**src/core/ppfs_pkg.sv**
```systemverilog
// Purpose: Shared constants and types for the port 0 pin function select block.
// Assumes: Registers are reached over APB with 32-bit data, one word per register.
// Notes:   Register indices are word indices; byte address is four times the index.
package ppfs_pkg;

   localparam int          PPFS_NPINS      = 8;
   localparam int          PPFS_ADDR_W     = 20;

   // Word indices of the registers.
   localparam int          PPFS_IDX_SEL_LO = 32'h0000_52A0;
   localparam int          PPFS_IDX_SEL_HI = 32'h0000_52A1;
   localparam int          PPFS_IDX_IEN    = 32'h0000_520A;
   localparam int          PPFS_IDX_DIN    = 32'h0000_5200;
   localparam int          PPFS_IDX_DOUT   = 32'h0000_5201;
   localparam int          PPFS_IDX_OEN    = 32'h0000_5202;

   localparam logic [PPFS_ADDR_W-1:0] PPFS_ADDR_SEL_LO = PPFS_ADDR_W'(PPFS_IDX_SEL_LO * 4);
   localparam logic [PPFS_ADDR_W-1:0] PPFS_ADDR_SEL_HI = PPFS_ADDR_W'(PPFS_IDX_SEL_HI * 4);
   localparam logic [PPFS_ADDR_W-1:0] PPFS_ADDR_IEN    = PPFS_ADDR_W'(PPFS_IDX_IEN * 4);
   localparam logic [PPFS_ADDR_W-1:0] PPFS_ADDR_DIN    = PPFS_ADDR_W'(PPFS_IDX_DIN * 4);
   localparam logic [PPFS_ADDR_W-1:0] PPFS_ADDR_DOUT   = PPFS_ADDR_W'(PPFS_IDX_DOUT * 4);
   localparam logic [PPFS_ADDR_W-1:0] PPFS_ADDR_OEN    = PPFS_ADDR_W'(PPFS_IDX_OEN * 4);

   // Reset values.
   localparam logic [7:0]  PPFS_RST_SEL    = 8'h00;
   localparam logic [7:0]  PPFS_RST_IEN    = 8'hFF;
   localparam logic [7:0]  PPFS_RST_DOUT   = 8'h00;
   localparam logic [7:0]  PPFS_RST_OEN    = 8'h00;

   // Field layout: pin i of a select register sits at bits 2*(i mod 4)+1 .. 2*(i mod 4).
   localparam int          PPFS_FIELD_W    = 2;
   localparam int          PPFS_REG_W      = 8;

   // Pins that have a first and a second alternate function.
   localparam logic [7:0]  PPFS_ALT1_MASK  = 8'hED;
   localparam logic [7:0]  PPFS_ALT2_MASK  = 8'h41;

   // Pins that carry timer external clock inputs.
   localparam int          PPFS_PIN_T0_CLK = 1;
   localparam int          PPFS_PIN_T1_CLK = 4;

   typedef enum logic [1:0]
   {
      PPFS_FN_PORT = 2'h0,
      PPFS_FN_ALT1 = 2'h1,
      PPFS_FN_ALT2 = 2'h2,
      PPFS_FN_RSVD = 2'h3
   } ppfs_fn_t;

endpackage : ppfs_pkg

```
**src/core/ppfs_pin_cell.sv**
```systemverilog
// Purpose: Output multiplexer for one pin, picking port or alternate drive.
// Assumes: Caller tells which alternate codes exist on this pin.
// Notes:   Codes without a function fall back to plain port use.
`timescale 1ns/1ps
module ppfs_pin_cell
   import ppfs_pkg::*;
(
   input  wire logic [1:0] code,
   input  wire logic       alt1_ok,
   input  wire logic       alt2_ok,
   input  wire logic       port_val,
   input  wire logic       port_drv,
   input  wire logic       alt1_val,
   input  wire logic       alt1_drv,
   input  wire logic       alt2_val,
   input  wire logic       alt2_drv,
   output logic            mux_val,
   output logic            mux_drv,
   output logic            alt1_own
);

   always_comb
   begin
      mux_val  = port_val;
      mux_drv  = port_drv;
      alt1_own = 1'b0;
      case (code)
         PPFS_FN_ALT1:
         begin
            if (alt1_ok)
            begin
               mux_val  = alt1_val;
               mux_drv  = alt1_drv;
               alt1_own = 1'b1;
            end
         end
         PPFS_FN_ALT2:
         begin
            if (alt2_ok)
            begin
               mux_val = alt2_val;
               mux_drv = alt2_drv;
            end
         end
         default:
         begin
            mux_val = port_val;
            mux_drv = port_drv;
         end
      endcase
   end

endmodule : ppfs_pin_cell

```
**src/core/ppfs_top.sv**
```systemverilog
// Purpose: Pin function select for the eight pins of port 0 with an APB register file.
// Assumes: Pin and peripheral inputs are synchronous to sys_clk.
// Notes:   All outputs are registered, so pin changes lag a write by one cycle.
// Overview of operation
// - Input enable 1 passes pin level to readback
// - Input enable 0 blocks the pin input path
// - Select registers: four 2-bit fields, pin order
// - Fields reset to port function, read-writable
// - Pin 3 code 1: timer0 B out/capture
// - Pin 2 code 1: timer0 A out/capture
// - Pin 1 only port and timer0 external clock
// - Pin 0: code 2 regulator monitor, 1 RF clock
// - Pin 7 code 1 drives buzzer
// - Pin 6: code 2 inverted buzzer, 1 timer1 B
// - Pin 5 code 1: timer1 A out/capture
// - Pin 4 only port and timer1 external clock
// - Input enables reset to one
//
// The implementer's own choice: the APB interface to the registers.
`timescale 1ns/1ps
module ppfs_top
   import ppfs_pkg::*;
(
   input  wire logic                   sys_clk,
   input  wire logic                   rstn,
   input  wire logic [PPFS_ADDR_W-1:0] paddr,
   input  wire logic                   psel,
   input  wire logic                   penable,
   input  wire logic                   pwrite,
   input  wire logic [31:0]            pwdata,
   input  wire logic [3:0]             pstrb,
   output logic      [31:0]            prdata,
   output logic                        pready,
   output logic                        pslverr,
   input  wire logic [7:0]             pin_in,
   output logic      [7:0]             pin_out,
   output logic      [7:0]             pin_oe,
   input  wire logic                   timer0_compare_out_a,
   input  wire logic                   timer0_compare_out_b,
   input  wire logic                   timer1_compare_out_a,
   input  wire logic                   timer1_compare_out_b,
   input  wire logic                   timer0_capture_mode,
   input  wire logic                   timer1_capture_mode,
   input  wire logic                   buzzer_out,
   input  wire logic                   rf_converter_clock_out,
   input  wire logic                   regulator_monitor_out,
   output logic                        timer0_capture_in_a,
   output logic                        timer0_capture_in_b,
   output logic                        timer1_capture_in_a,
   output logic                        timer1_capture_in_b,
   output logic                        timer0_ext_clock_in,
   output logic                        timer1_ext_clock_in
);

   function automatic logic addr_hit(input logic [PPFS_ADDR_W-1:0] a,
                                     input logic [PPFS_ADDR_W-1:0] target);
      addr_hit = (a == target);
   endfunction : addr_hit

   logic [7:0]  sel_lo_q;
   logic [7:0]  sel_hi_q;
   logic [7:0]  ien_q;
   logic [7:0]  dout_q;
   logic [7:0]  oen_q;
   logic [31:0] prdata_q;
   logic        pready_q;
   logic        pslverr_q;
   logic [7:0]  pin_out_q;
   logic [7:0]  pin_oe_q;
   logic        cap0_a_q;
   logic        cap0_b_q;
   logic        cap1_a_q;
   logic        cap1_b_q;
   logic [1:0]  ext_clk_q;

   logic        setup;
   logic        wr_lane;
   logic        mapped;
   logic [7:0]  din;
   logic [7:0]  rd_byte;
   logic [15:0] sel_all;
   logic [7:0]  alt1_val;
   logic [7:0]  alt1_drv;
   logic [7:0]  alt2_val;
   logic [7:0]  alt2_drv;
   logic [7:0]  mux_val;
   logic [7:0]  mux_drv;
   logic [7:0]  alt1_own;

   // The answer is prepared in the setup cycle, so every access has no wait state.
   // A write lands only at the access edge, when the master samples pready high.
   assign setup   = psel & ~penable & ~pready_q;
   assign wr_lane = psel & penable & pready_q & pwrite & pstrb[0];

   assign mapped = addr_hit(paddr, PPFS_ADDR_SEL_LO) | addr_hit(paddr, PPFS_ADDR_SEL_HI)
                 | addr_hit(paddr, PPFS_ADDR_IEN) | addr_hit(paddr, PPFS_ADDR_DIN)
                 | addr_hit(paddr, PPFS_ADDR_DOUT) | addr_hit(paddr, PPFS_ADDR_OEN);

   // A disabled input reads as zero rather than the pin level.
   assign din = pin_in & ien_q;

   always_comb
   begin
      rd_byte = 8'h00;
      if (addr_hit(paddr, PPFS_ADDR_SEL_LO))
      begin
         rd_byte = sel_lo_q;
      end
      else if (addr_hit(paddr, PPFS_ADDR_SEL_HI))
      begin
         rd_byte = sel_hi_q;
      end
      else if (addr_hit(paddr, PPFS_ADDR_IEN))
      begin
         rd_byte = ien_q;
      end
      else if (addr_hit(paddr, PPFS_ADDR_DIN))
      begin
         rd_byte = din;
      end
      else if (addr_hit(paddr, PPFS_ADDR_DOUT))
      begin
         rd_byte = dout_q;
      end
      else if (addr_hit(paddr, PPFS_ADDR_OEN))
      begin
         rd_byte = oen_q;
      end
   end

   always_ff @(posedge sys_clk or negedge rstn)
   begin
      if (!rstn)
      begin
         pready_q <= 1'b0;
      end
      else
      begin
         pready_q <= setup;
      end
   end

   // An unmapped address still answers at once, so a stray access cannot hang the bus.
   always_ff @(posedge sys_clk or negedge rstn)
   begin
      if (!rstn)
      begin
         pslverr_q <= 1'b0;
      end
      else
      begin
         pslverr_q <= setup & ~mapped;
      end
   end

   // Read data holds until the next read, so a slow sampler still sees it.
   always_ff @(posedge sys_clk or negedge rstn)
   begin
      if (!rstn)
      begin
         prdata_q <= 32'h0000_0000;
      end
      else if (setup && !pwrite)
      begin
         prdata_q <= {24'h00_0000, rd_byte};
      end
   end

   // Reserved codes are kept as written; the pin cell treats them as port use.
   always_ff @(posedge sys_clk or negedge rstn)
   begin
      if (!rstn)
      begin
         sel_lo_q <= PPFS_RST_SEL;
      end
      else if (wr_lane && addr_hit(paddr, PPFS_ADDR_SEL_LO))
      begin
         sel_lo_q <= pwdata[PPFS_REG_W-1:0];
      end
   end

   always_ff @(posedge sys_clk or negedge rstn)
   begin
      if (!rstn)
      begin
         sel_hi_q <= PPFS_RST_SEL;
      end
      else if (wr_lane && addr_hit(paddr, PPFS_ADDR_SEL_HI))
      begin
         sel_hi_q <= pwdata[PPFS_REG_W-1:0];
      end
   end

   always_ff @(posedge sys_clk or negedge rstn)
   begin
      if (!rstn)
      begin
         ien_q <= PPFS_RST_IEN;
      end
      else if (wr_lane && addr_hit(paddr, PPFS_ADDR_IEN))
      begin
         ien_q <= pwdata[7:0];
      end
   end

   always_ff @(posedge sys_clk or negedge rstn)
   begin
      if (!rstn)
      begin
         dout_q <= PPFS_RST_DOUT;
      end
      else if (wr_lane && addr_hit(paddr, PPFS_ADDR_DOUT))
      begin
         dout_q <= pwdata[7:0];
      end
   end

   always_ff @(posedge sys_clk or negedge rstn)
   begin
      if (!rstn)
      begin
         oen_q <= PPFS_RST_OEN;
      end
      else if (wr_lane && addr_hit(paddr, PPFS_ADDR_OEN))
      begin
         oen_q <= pwdata[7:0];
      end
   end

   // Pin 0 sits in the low field of the low register, pin 7 in the top field of the high one.
   assign sel_all = {sel_hi_q, sel_lo_q};

   // In capture mode the timer pin stops driving and feeds the capture input instead.
   assign alt1_val = {buzzer_out, timer1_compare_out_b, timer1_compare_out_a, 1'b0,
                      timer0_compare_out_b, timer0_compare_out_a, 1'b0,
                      rf_converter_clock_out};
   assign alt1_drv = {1'b1, ~timer1_capture_mode, ~timer1_capture_mode, 1'b0,
                      ~timer0_capture_mode, ~timer0_capture_mode, 1'b0, 1'b1};
   assign alt2_val = {1'b0, ~buzzer_out, 4'h0, 1'b0, regulator_monitor_out};
   assign alt2_drv = PPFS_ALT2_MASK;

   generate
      for (genvar i = 0; i < PPFS_NPINS; i++)
      begin : g_pin
         ppfs_pin_cell u_cell
         (
            .code     (sel_all[PPFS_FIELD_W*i +: PPFS_FIELD_W]),
            .alt1_ok  (PPFS_ALT1_MASK[i]),
            .alt2_ok  (PPFS_ALT2_MASK[i]),
            .port_val (dout_q[i]),
            .port_drv (oen_q[i]),
            .alt1_val (alt1_val[i]),
            .alt1_drv (alt1_drv[i]),
            .alt2_val (alt2_val[i]),
            .alt2_drv (alt2_drv[i]),
            .mux_val  (mux_val[i]),
            .mux_drv  (mux_drv[i]),
            .alt1_own (alt1_own[i])
         );
      end
   endgenerate

   always_ff @(posedge sys_clk or negedge rstn)
   begin
      if (!rstn)
      begin
         pin_out_q <= 8'h00;
      end
      else
      begin
         pin_out_q <= mux_val;
      end
   end

   always_ff @(posedge sys_clk or negedge rstn)
   begin
      if (!rstn)
      begin
         pin_oe_q <= 8'h00;
      end
      else
      begin
         pin_oe_q <= mux_drv;
      end
   end

   always_ff @(posedge sys_clk or negedge rstn)
   begin
      if (!rstn)
      begin
         cap0_a_q <= 1'b0;
      end
      else
      begin
         cap0_a_q <= din[2] & alt1_own[2] & timer0_capture_mode;
      end
   end

   always_ff @(posedge sys_clk or negedge rstn)
   begin
      if (!rstn)
      begin
         cap0_b_q <= 1'b0;
      end
      else
      begin
         cap0_b_q <= din[3] & alt1_own[3] & timer0_capture_mode;
      end
   end

   always_ff @(posedge sys_clk or negedge rstn)
   begin
      if (!rstn)
      begin
         cap1_a_q <= 1'b0;
      end
      else
      begin
         cap1_a_q <= din[5] & alt1_own[5] & timer1_capture_mode;
      end
   end

   always_ff @(posedge sys_clk or negedge rstn)
   begin
      if (!rstn)
      begin
         cap1_b_q <= 1'b0;
      end
      else
      begin
         cap1_b_q <= din[6] & alt1_own[6] & timer1_capture_mode;
      end
   end

   // External clocks share the port function, so they only need the input path open;
   // software keeps the output enable low for those pins.
   always_ff @(posedge sys_clk or negedge rstn)
   begin
      if (!rstn)
      begin
         ext_clk_q <= 2'h0;
      end
      else
      begin
         ext_clk_q[0] <= din[PPFS_PIN_T0_CLK];
         ext_clk_q[1] <= din[PPFS_PIN_T1_CLK];
      end
   end

   assign prdata              = prdata_q;
   assign pready              = pready_q;
   assign pslverr             = pslverr_q;
   assign pin_out             = pin_out_q;
   assign pin_oe              = pin_oe_q;
   assign timer0_capture_in_a = cap0_a_q;
   assign timer0_capture_in_b = cap0_b_q;
   assign timer1_capture_in_a = cap1_a_q;
   assign timer1_capture_in_b = cap1_b_q;
   assign timer0_ext_clock_in = ext_clk_q[0];
   assign timer1_ext_clock_in = ext_clk_q[1];

endmodule : ppfs_top

```
**config.mk**
```make
export PLATFORM = sky130hd
export DESIGN_NAME = ppfs_top
export DESIGN_NICKNAME = d
export VERILOG_FILES = /design/src/core/ppfs_pkg.sv /design/src/core/ppfs_pin_cell.sv /design/src/core/ppfs_top.sv
export SDC_FILE = /design/constraint.sdc
export NUM_CORES = 1
export LEC_CHECK = 0
export CAP_MARGIN = 25
export CORE_ASPECT_RATIO = 1.2
export CORE_MARGIN = 2
export CORE_UTILIZATION = 35
export DETAILED_ROUTE_END_ITERATION = 16
export DONT_BUFFER_PORTS = 1
export PLACE_DENSITY = 0.59
export SYNTH_ARGS = -nofsm -noshare
export SYNTH_HDL_FRONTEND = slang
export SYNTH_HIERARCHICAL = 1
export SYNTH_SLANG_ARGS = --single-unit
export TNS_END_PERCENT = 5
```
**constraint.sdc**
```tcl
create_clock -name sys_clk -period 1.5 [get_ports sys_clk]
set_input_delay 0.15 -clock sys_clk [delete_from_list [all_inputs] [get_ports sys_clk]]
set_output_delay 0.15 -clock sys_clk [all_outputs]
set_load 0.02 [all_outputs]
```
==> results of run 1 <==
## how the worst max path moves through the flow
stage | from | endpoint
floorplan | paddr[12] | ien_q[0]
global placement | paddr[8] | oen_q[0]
detailed placement | paddr[17] | oen_q[0]
CTS | pready | oen_q[2]
global route | pready | oen_q[2]
finish | pready | oen_q[2]
## critical path: cells and delay by family (launching register included)
family,cells,cell delay (ns)
flops,1,0.35
buf+inv,1,0.17
simple gates,3,0.51
mux,1,0.33
## what timing repair did
action,4_1_cts,5_1_grt
setup buffers,0,0
pin swaps,3,3
resized for setup,3,4
hold endpoints to repair,118,72
endpoints found under the setup margin,42,36
## layer usage
layer / vias to the layer above / wire (um)
met1: 1433 / 4200
met3: 12 / 783
li1: 1393 / -
met2: 100 / 5150
met4: 0 / 172
met5: - / 0
## state kept, by name, summed over array words and instances, names as in the netlist
| name | flops |
|---|---|
| sel_hi_q | 8 |
| timer1_capture_in_b | 1 |
| oen_q | 8 |
| ext_clk_q | 2 |
| timer0_capture_in_a | 1 |
| pin_oe | 8 |
| prdata | 8 |
| dout_q | 8 |
| pslverr | 1 |
| sel_lo_q | 8 |
| timer0_capture_in_b | 1 |
| ien_q | 8 |
| pin_out | 8 |
| timer1_capture_in_a | 1 |
| pready | 1 |
## power groups by stage
stage	Combinational (mW)	Clock, mW	Sequential [mW]
finish	0.237	2.17	1.95
global route	0.264	2.32	1.95
CTS	0.227	2.23	1.95
detailed placement	0.174	0	1.98
global placement	0.173	0	1.98
floorplan	0.202	0	1.99
## cells in the mapped netlist (2+ instances only)
cell,instances,area [um2]
sky130_fd_sc_hd__a22oi_1,4,30.0
sky130_fd_sc_hd__nor4b_4,2,47.6
sky130_fd_sc_hd__nand2b_1,8,50.1
sky130_fd_sc_hd__nor2_1,5,18.8
sky130_fd_sc_hd__a32oi_1,18,158
sky130_fd_sc_hd__clkbuf_1,6,22.5
sky130_fd_sc_hd__nand2_1,23,86.3
sky130_fd_sc_hd__conb_1,2,7.51
sky130_fd_sc_hd__a221o_1,8,80.1
sky130_fd_sc_hd__inv_1,35,131
sky130_fd_sc_hd__o31ai_1,6,45.0
sky130_fd_sc_hd__and2_2,8,60.1
sky130_fd_sc_hd__a311oi_1,2,17.5
sky130_fd_sc_hd__o21ai_0,8,40.0
sky130_fd_sc_hd__nor2_8,4,80.1
sky130_fd_sc_hd__mux2_4,40,601
sky130_fd_sc_hd__and3_1,2,12.5
sky130_fd_sc_hd__mux2i_1,4,40.0
sky130_fd_sc_hd__and2_1,3,18.8
sky130_fd_sc_hd__a21o_1,2,15.0
sky130_fd_sc_hd__buf_2,3,15.0
sky130_fd_sc_hd__o2bb2ai_1,16,140
sky130_fd_sc_hd__a21oi_1,6,30.0
sky130_fd_sc_hd__dfrtp_1,64,1600
sky130_fd_sc_hd__nand4_1,3,18.8
sky130_fd_sc_hd__nor2b_1,2,12.5
sky130_fd_sc_hd__and4_1,2,17.5
sky130_fd_sc_hd__a221oi_1,2,17.5
sky130_fd_sc_hd__nor3_1,3,15.0
sky130_fd_sc_hd__buf_4,24,180
sky130_fd_sc_hd__dfstp_2,8,210
sky130_fd_sc_hd__a31oi_1,4,25.0
sky130_fd_sc_hd__o22ai_1,3,18.8
sky130_fd_sc_hd__ha_1,16,200
## cell families after synthesis
| group | count (synthesis) | share of synthesized area [%] |
|---|---|---|
| AOI/OAI and AO/OA | 83 | 15.5 |
| and+or+nand+nor | 73 | 12.6 |
| DFF | 72 | 42.9 |
| buffers and inverters | 69 | 8.63 |
| muxes | 45 | 15.5 |
| adders and majority gates | 16 | 4.74 |
| other | 2 | 0.178 |
## cell type report
cell class / count / area, um2 / area share, %
multi-input combinational: 301 / 2390 / 46.4
clock buffer: 13 / 260 / 5.04
clock inverter: 3 / 40.0 / 0.776
inverter: 35 / 131 / 2.55
tap: 157 / 196 / 3.81
sequential: 72 / 1810 / 35.1
timing repair buffer: 34 / 324 / 6.28
## per-stage QoR
step / instance area, um2 / cells / setup TNS [ns] / setup slack, ns
5_1_grt: 5160 / 615 / -0.336 / -0.0303
3_3_place_gp: 4660 / 583 / -4.99 / -0.144
3_5_place_dp: 4660 / 583 / -5.67 / -0.168
6_report: 5160 / 615 / 0 / 0.0127
4_1_cts: 5140 / 615 / -0.229 / -0.0355
2_1_floorplan: 4540 / 442 / -7.07 / -0.181
==> results.json, run 1 <==
{
  "drive_above_1_share_pct": 23.4,
  "outcome": "finished with violations",
  "crit-reg2reg-launch": "pready",
  "clkPwrFrac_pct": 49.7,
  "floorplan.rows": 43,
  "per_cell_via_count_in_the_routed_design": 4.78,
  "worst-endpoint-arrival_ns": 1.70,
  "internal_power_mw": 3.41,
  "clock-sinks": 72,
  "htree_num_levels": 3,
  "min-delay-path-class": "in -> async",
  "dpl.hpwl_um": 7650,
  "synth.lib_cells_used.distinct": 48,
  "worstRegToRegCells": 5,
  "antenna_violating_nets_post_route": 0,
  "routed-via-count": 2938,
  "leakagePower_nw": 2.45,
  "ys.flop_type": "sky130_fd_sc_hd__dfrtp_1",
  "detailedRoute.firstIterationViolations": 89,
  "path_max_fanout": 8,
  "firstDrtPassIters": 4,
  "layout_common_cells": "sky130_fd_sc_hd__conb_1, sky130_fd_sc_hd__dfrtp_1, sky130_fd_sc_hd__mux2_4",
  "grt_first_pass_wirelength_um": 16500,
  "core_um2": 11700,
  "netSwitchingPower_mw": 0.948,
  "power.sequential.fraction_pct": 44.8,
  "initial_core_util_pct": 36.1,
  "netlist_instances": 360,
  "finalCriticalPeriod_ns": 1.49,
  "grt_busiest_layer": "met2",
  "critical-path-slowest-cell": "sky130_fd_sc_hd__dfrtp_2",
  "clock_insertion_delay_worst_skew_ns": 0.33,
  "holdWs_ns": -0.492,
  "buffer_ports.inserted": 0,
  "syn_warnings": 6,
  "globalRoute.totalOverflow": 0,
  "remaining_drc_errors": 0,
  "num_antenna_cells": 0,
  "timing.final.setup_violations": 0,
  "power.switching_fraction_pct": 21.8,
  "die_h_um": 124,
  "groute.usage.overall_pct": 16.6,
  "synth-seq-cells": 72,
  "worst_r2r_endpoint": "oen_q[2]",
  "avgRoutedWirePerCell_um": 16.7,
  "grtUsageMet1_pct": 19.3,
  "max_clock_freq_mhz": 672,
  "netlist_area_um2": 4220,
  "final_nets": 547,
  "endpoint_kind": "flop",
  "crit_path_cell_trace": "and3_4 -> nand4_4 -> buf_12 -> nor2_8 -> mux2_4",
  "routabilityCongestion": 0.790,
  "num-fill-cells": 1123,
  "pin_count_of_the_biggest_net_entering_global_routing": 73,
  "synth_enable_flop_cells": 0,
  "yosysSeqAreaShare_pct": 42.9,
  "groute.layer.met3.usage_pct": 6.17,
  "worst_ir_drop_vdd_uv": 529,
  "grt_pass1_vias": 3171,
  "tritoncts_clock_tree": "done",
  "fin_worst_skew_ns": 0.00718,
  "slew_violations": 0,
  "cts-buffers-inserted": 9,
  "clk_path_buf_depth": 2,
  "final_common_cell": "sky130_fd_sc_hd__conb_1",
  "clk_root_buffer_cell": "sky130_fd_sc_hd__clkbuf_16",
  "initial_antenna_violation_count": 0,
  "report.power.total_mw": 4.35,
  "max_cap_viol_count": 0,
  "violations": "hold timing",
  "area_growth_pct": 22.3,
  "comb_power_share_pct": 5.4,
  "ff2ff_setup_slack_ns": 0.01,
  "period_share_pct": 99.2,
  "grt_setup_unrepaired": "true",
  "type_of_origin_of_the_critical_path": "flop",
  "cts_hold_buffers": 16,
  "ys_async_sr_fraction_pct": 100,
  "design.portCount": 134,
  "chipWidth_um": 104,
  "grt_use_met2_pct": 27.8,
  "hold_viol": 72,
  "worst_ep_required_time_ns": 1.71,
  "fp.dieArea_um2": 13000,
  "critPathKind": "reg -> reg",
  "final_util_pct": 44.2,
  "totalWireLength_um": 10300,
  "critical_path.max_stage_delay_ns": 0.35,
  "synthesis.area_per_instance_um2": 11.7,
  "cell_pwr_density_nw_per_um2": 844,
  "cts.reportedPaths.clkPinSlew_ns": 0.06
}
No activity file was read; power rests on OpenSTA's default activity.
==> inputs of run 2 (changes only) <==
--- a/config.mk
+++ b/config.mk
@@ -5,9 +5,9 @@
 export SDC_FILE = /design/constraint.sdc
 export NUM_CORES = 1
 export LEC_CHECK = 0
+export ABC_CLOCK_PERIOD_IN_PS = 1500
 export CAP_MARGIN = 25
 export CORE_ASPECT_RATIO = 1.2
-export CORE_MARGIN = 2
 export CORE_UTILIZATION = 35
 export DETAILED_ROUTE_END_ITERATION = 16
 export DONT_BUFFER_PORTS = 1
==> results.json, run 2 (same netlist as run 1, synthesis figures left out) <==
{
  "outcome": "finished with violations",
  "violations": "hold timing",
  "tritoncts_clock_tree": "done",
  "area_growth_pct": 22.0,
  "period_share_pct": 99.2,
  "routabilityCongestion": 0.792,
  "worst_ep_required_time_ns": 1.71,
  "final_nets": 550,
  "per_cell_via_count_in_the_routed_design": 4.76,
  "multiInputGateArea_um2": 2390,
  "comb_power_share_pct": 5.5,
  "core_um2": 11700,
  "drive_above_1_share_pct": 23.7,
  "worst_r2r_endpoint": "oen_q[6]",
  "routed-via-count": 2939,
  "fp.dieArea_um2": 12500,
  "final_common_cell": "sky130_fd_sc_hd__conb_1",
  "grt_pass1_vias": 3024,
  "groute.usage.overall_pct": 17.1,
  "netSwitchingPower_mw": 0.925,
  "design.portCount": 134,
  "cell_pwr_density_nw_per_um2": 830,
  "floorplan.rows": 43,
  "power.sequential.fraction_pct": 45.7,
  "chipWidth_um": 102,
  "layout.area.seq_um2": 1810,
  "hold_viol": 72,
  "htree_num_levels": 3,
  "max_clock_freq_mhz": 672,
  "slew_violations": 0,
  "firstDrtPassIters": 4,
  "endpoint_kind": "flop",
  "holdWs_ns": -0.489,
  "grt_first_pass_wirelength_um": 15800,
  "grt_setup_unrepaired": "true",
  "finalCriticalPeriod_ns": 1.49,
  "layout_common_cells": "sky130_fd_sc_hd__conb_1, sky130_fd_sc_hd__dfrtp_1, sky130_fd_sc_hd__mux2_4",
  "timing.final.setup_violations": 0,
  "setup_total_negative_slack_ns": 0,
  "worst_ir_drop_vdd_uv": 442,
  "pin_count_of_the_biggest_net_entering_global_routing": 73,
  "antenna_violating_nets_post_route": 0,
  "detailedPlace.worstSlack_ns": -0.157,
  "report.power.total_mw": 4.27,
  "num_antenna_cells": 0,
  "worstRegToRegCells": 5,
  "final_util_pct": 44.1,
  "initial_antenna_violation_count": 0,
  "power.switching_fraction_pct": 21.7,
  "num-fill-cells": 1110,
  "fin_worst_skew_ns": 0.00842,
  "cts-buffers-inserted": 9,
  "min-delay-path-class": "in -> async",
  "critPathKind": "reg -> reg",
  "clock_insertion_delay_worst_skew_ns": 0.33,
  "type_of_origin_of_the_critical_path": "flop",
  "globalRoute.totalOverflow": 0,
  "cts.reportedPaths.clkPinSlew_ns": 0.06,
  "dpl.hpwl_um": 7340,
  "max_cap_viol_count": 0,
  "detailedRoute.firstIterationViolations": 67,
  "worst-endpoint-arrival_ns": 1.70,
  "totalWireLength_um": 9750,
  "cts.repair_timing.setup_buffer_count": 0,
  "clkPwrFrac_pct": 48.8,
  "clock-sinks": 72,
  "die_h_um": 122,
  "leakagePower_nw": 2.45,
  "clk_root_buffer_cell": "sky130_fd_sc_hd__clkbuf_16",
  "internal_power_mw": 3.35,
  "path_max_fanout": 8,
  "remaining_drc_errors": 0,
  "initial_core_util_pct": 36.1,
  "crit-reg2reg-launch": "pready",
  "clk_path_buf_depth": 2,
  "final.setup.worst_slack_ns": 0.0127,
  "ff2ff_setup_slack_ns": 0.01,
  "avgRoutedWirePerCell_um": 15.8,
  "buffer_ports.inserted": 0
}
run 2: stage by stage:
stage,std cells,instance area [um2]
after global placement,586,4670
after floorplan,442,4540
after detailed placement,586,4670
after CTS,616,5120
final,617,5150
after global routing,617,5150
run 2: per-layer routing:
metal	vias to the layer above	global-route usage (%)	part of all wire, %
met3	10	5.75	7.3
met5	-	0	0
met1	1425	20.6	41
met4	0	6.43	1.5
met2	99	28.1	50
li1	1405	-	-
run 2: how the worst max path moves through the flow:
stage / start / endpoint / slack [ns]
3_3_place_gp: paddr[8] / oen_q[2] / -0.16
3_5_place_dp: paddr[12] / oen_q[6] / -0.16
5_1_grt: pready / oen_q[0] / -0.03
4_1_cts: pready / oen_q[6] / -0.03
6_report: pready / oen_q[6] / 0.01
2_1_floorplan: paddr[12] / ien_q[0] / -0.18
run 2: what timing repair did:
| action | in CTS | in global routing |
|---|---|---|
| setup endpoints to repair | 41 | 41 |
| pin swaps | 3 | 6 |
| hold buffers | 15 | 1 |
| resized for setup | 2 | 3 |
| hold endpoints to repair | 117 | 73 |
run 2: cell type report:
| type | instances | share of cell area (%) |
|---|---|---|
| timing repair buffer | 37 | 6.42 |
| tap | 157 | 3.82 |
| multi-input combinational | 301 | 46.4 |
| clock inverter | 4 | 0.875 |
| clock buffer | 11 | 4.72 |
| inverter | 35 | 2.55 |
| sequential | 72 | 35.2 |
run 2: worst max-delay path, stage by stage (launching register included):
cell and delay [ns]:
sky130_fd_sc_hd__dfrtp_2 0.37, sky130_fd_sc_hd__and3_4 0.19, sky130_fd_sc_hd__nand4_4 0.08, sky130_fd_sc_hd__buf_12 0.17
sky130_fd_sc_hd__nor2_8 0.24, sky130_fd_sc_hd__mux2_4 0.33
run 2: power groups by stage:
stage / sequential, mW / clock, mW / combinational (mW)
floorplan: 1.99 / 0 / 0.202
finish: 1.95 / 2.08 / 0.235
detailed placement: 1.98 / 0 / 0.175
global placement: 1.98 / 0 / 0.174
CTS: 1.95 / 2.15 / 0.225
global route: 1.95 / 2.25 / 0.262
==> inputs of run 3 (changes only) <==
--- a/config.mk
+++ b/config.mk
@@ -11,6 +11,7 @@
 export CORE_UTILIZATION = 35
 export DETAILED_ROUTE_END_ITERATION = 16
 export DONT_BUFFER_PORTS = 1
+export GPL_TIMING_DRIVEN = 0
 export PLACE_DENSITY = 0.59
 export SYNTH_ARGS = -nofsm -noshare
 export SYNTH_HDL_FRONTEND = slang
==> results.json, run 3 (same netlist as run 1, synthesis figures left out) <==
{
  "finalCriticalPeriod_ns": 1.61,
  "max-slew-margin-rel_pct": 66.4,
  "timing.final.setup_violations": 40,
  "final_nets": 566,
  "per_cell_via_count_in_the_routed_design": 4.71,
  "worst-endpoint-arrival_ns": 1.83,
  "detailedRoute.firstIterationViolations": 83,
  "critPathKind": "reg -> reg",
  "design.portCount": 134,
  "leakagePower_nw": 2.54,
  "groute.usage.overall_pct": 17.3,
  "fp.dieArea_um2": 12500,
  "clk_root_buffer_cell": "sky130_fd_sc_hd__clkbuf_16",
  "cts-buffers-inserted": 9,
  "detailedPlace.worstSlack_ns": -0.407,
  "max_clock_freq_mhz": 622,
  "drive_above_1_share_pct": 25.4,
  "outcome": "finished with violations",
  "grt_setup_unrepaired": "true",
  "remaining_drc_errors": 0,
  "die_h_um": 122,
  "cts.reportedPaths.clkPinSlew_ns": 0.06,
  "endpoint_kind": "flop",
  "htree_num_levels": 3,
  "layout_common_cells": "sky130_fd_sc_hd__conb_1, sky130_fd_sc_hd__dfrtp_1, sky130_fd_sc_hd__mux2_4",
  "period_share_pct": 107,
  "num_antenna_cells": 0,
  "path_max_fanout": 8,
  "routed-via-count": 2984,
  "slew_violations": 0,
  "initial_antenna_violation_count": 0,
  "grt_first_pass_wirelength_um": 16000,
  "hold_viol": 72,
  "firstDrtPassIters": 4,
  "final.setup.worst_slack_ns": -0.107,
  "worst_ep_required_time_ns": 1.72,
  "cell_pwr_density_nw_per_um2": 864,
  "clock-sinks": 72,
  "measured_slew_at_the_worst_slew_check_pin_ns": 0.503,
  "report.power.total_mw": 4.56,
  "critical_path.max_stage_delay_ns": 0.45,
  "path_buf_inv": 1,
  "cts_hold_buffers": 18,
  "initial_core_util_pct": 36.1,
  "buffer_ports.inserted": 0,
  "fin_worst_skew_ns": 0.00787,
  "antenna_violating_nets_post_route": 0,
  "instance_area_at_placement_um2": 4730,
  "routabilityCongestion": 0.827,
  "clk_path_buf_depth": 2,
  "violations": "hold timing, setup timing",
  "final_common_cell": "sky130_fd_sc_hd__conb_1",
  "totalWireLength_um": 9960,
  "floorplan.rows": 43,
  "area_growth_pct": 25.2,
  "critical-path-slowest-cell": "sky130_fd_sc_hd__dfrtp_2",
  "dpl.hpwl_um": 7450,
  "tritoncts_clock_tree": "done",
  "chipWidth_um": 102,
  "core_um2": 11700,
  "min-delay-path-class": "in -> async",
  "final_util_pct": 45.3,
  "holdWs_ns": -0.493,
  "crit_path_cell_trace": "and3_4 -> nand4_4 -> buf_12 -> nor2_8 -> mux2_4",
  "max_cap_viol_count": 0,
  "type_of_origin_of_the_critical_path": "flop",
  "pin_count_of_the_biggest_net_entering_global_routing": 73,
  "cpLargestDelayFamily": "simple AND/OR/NAND/NOR gates",
  "clock_insertion_delay_worst_skew_ns": 0.34,
  "finalInstanceArea_um2": 5280,
  "globalRoute.totalOverflow": 0,
  "avgRoutedWirePerCell_um": 15.7,
  "worst_ir_drop_vdd_uv": 456,
  "grt_pass1_vias": 3119
}
==> run 3: cell types whose count changed in the layout (fill, tap and decap cells not counted) <==
cell	previous run	this run
sky130_fd_sc_hd__buf_4	20	24
sky130_fd_sc_hd__buf_2	0	3
sky130_fd_sc_hd__clkbuf_1	1	3
sky130_fd_sc_hd__clkbuf_2	0	2
sky130_fd_sc_hd__dlygate4sd3_1	16	18
sky130_fd_sc_hd__a311oi_1	0	1
sky130_fd_sc_hd__a311oi_2	2	1
sky130_fd_sc_hd__buf_8	0	1
sky130_fd_sc_hd__bufinv_16	1	2
sky130_fd_sc_hd__clkbuf_4	0	1
sky130_fd_sc_hd__clkinvlp_4	0	1
==> run 3: layer usage <==
layer / up-vias / global-route usage (%) / wire (um)
li1: 1434 / - / -
met1: 1446 / 19.9 / 4030
met2: 92 / 30.0 / 5070
met3: 12 / 4.50 / 663
met4: 0 / 7.86 / 193
met5: - / 0 / 0
==> run 3: timing repair <==
item / CTS / global route
setup buffers: 1 / 0
endpoints found under the setup margin: 48 / 48
hold endpoints to repair: 120 / 72
pin swaps: 3 / 3
resized for setup: 6 / 3
==> run 3: final timing paths <==
kind | start | endpoint | slack, ns | depth (start not counted)
max | pready | oen_q[2] | -0.11 | 5
max in group asynchronous | rstn | ien_q[2] | 1.79 | 0
min | rstn | timer1_capture_in_a | -0.49 | 0
max reg2reg | pready | oen_q[2] | -0.11 | 5
min in group sys_clk | timer1_capture_mode | timer1_capture_in_b | 0.01 | 1
min reg2reg | oen_q[2] | pin_oe[2] | 0.53 | 1
==> run 3: power breakdown <==
group	switching [mW]	internal (mW)
registers	0.00627	1.95
clock network	0.827	1.49
logic	0.172	0.119
==> run 3: metrics by stage <==
step	std cells	setup TNS, ns
2_1_floorplan	442	-7.07
6_report	634	-3.48
5_1_grt	634	-5.71
3_5_place_dp	599	-16.17
3_3_place_gp	599	-15.21
4_1_cts	634	-3.77
==> run 3: final cells by class <==
class                   count  area (um2)
inverters                  35         131
multi-input cells         301        2380
well taps                 157         196
clock inverters             6        82.6
flip-flops and latches     72        1810
repair buffers             19         200
clock buffers              10         239
plain buffers              34         239
fillers                  1118        6390
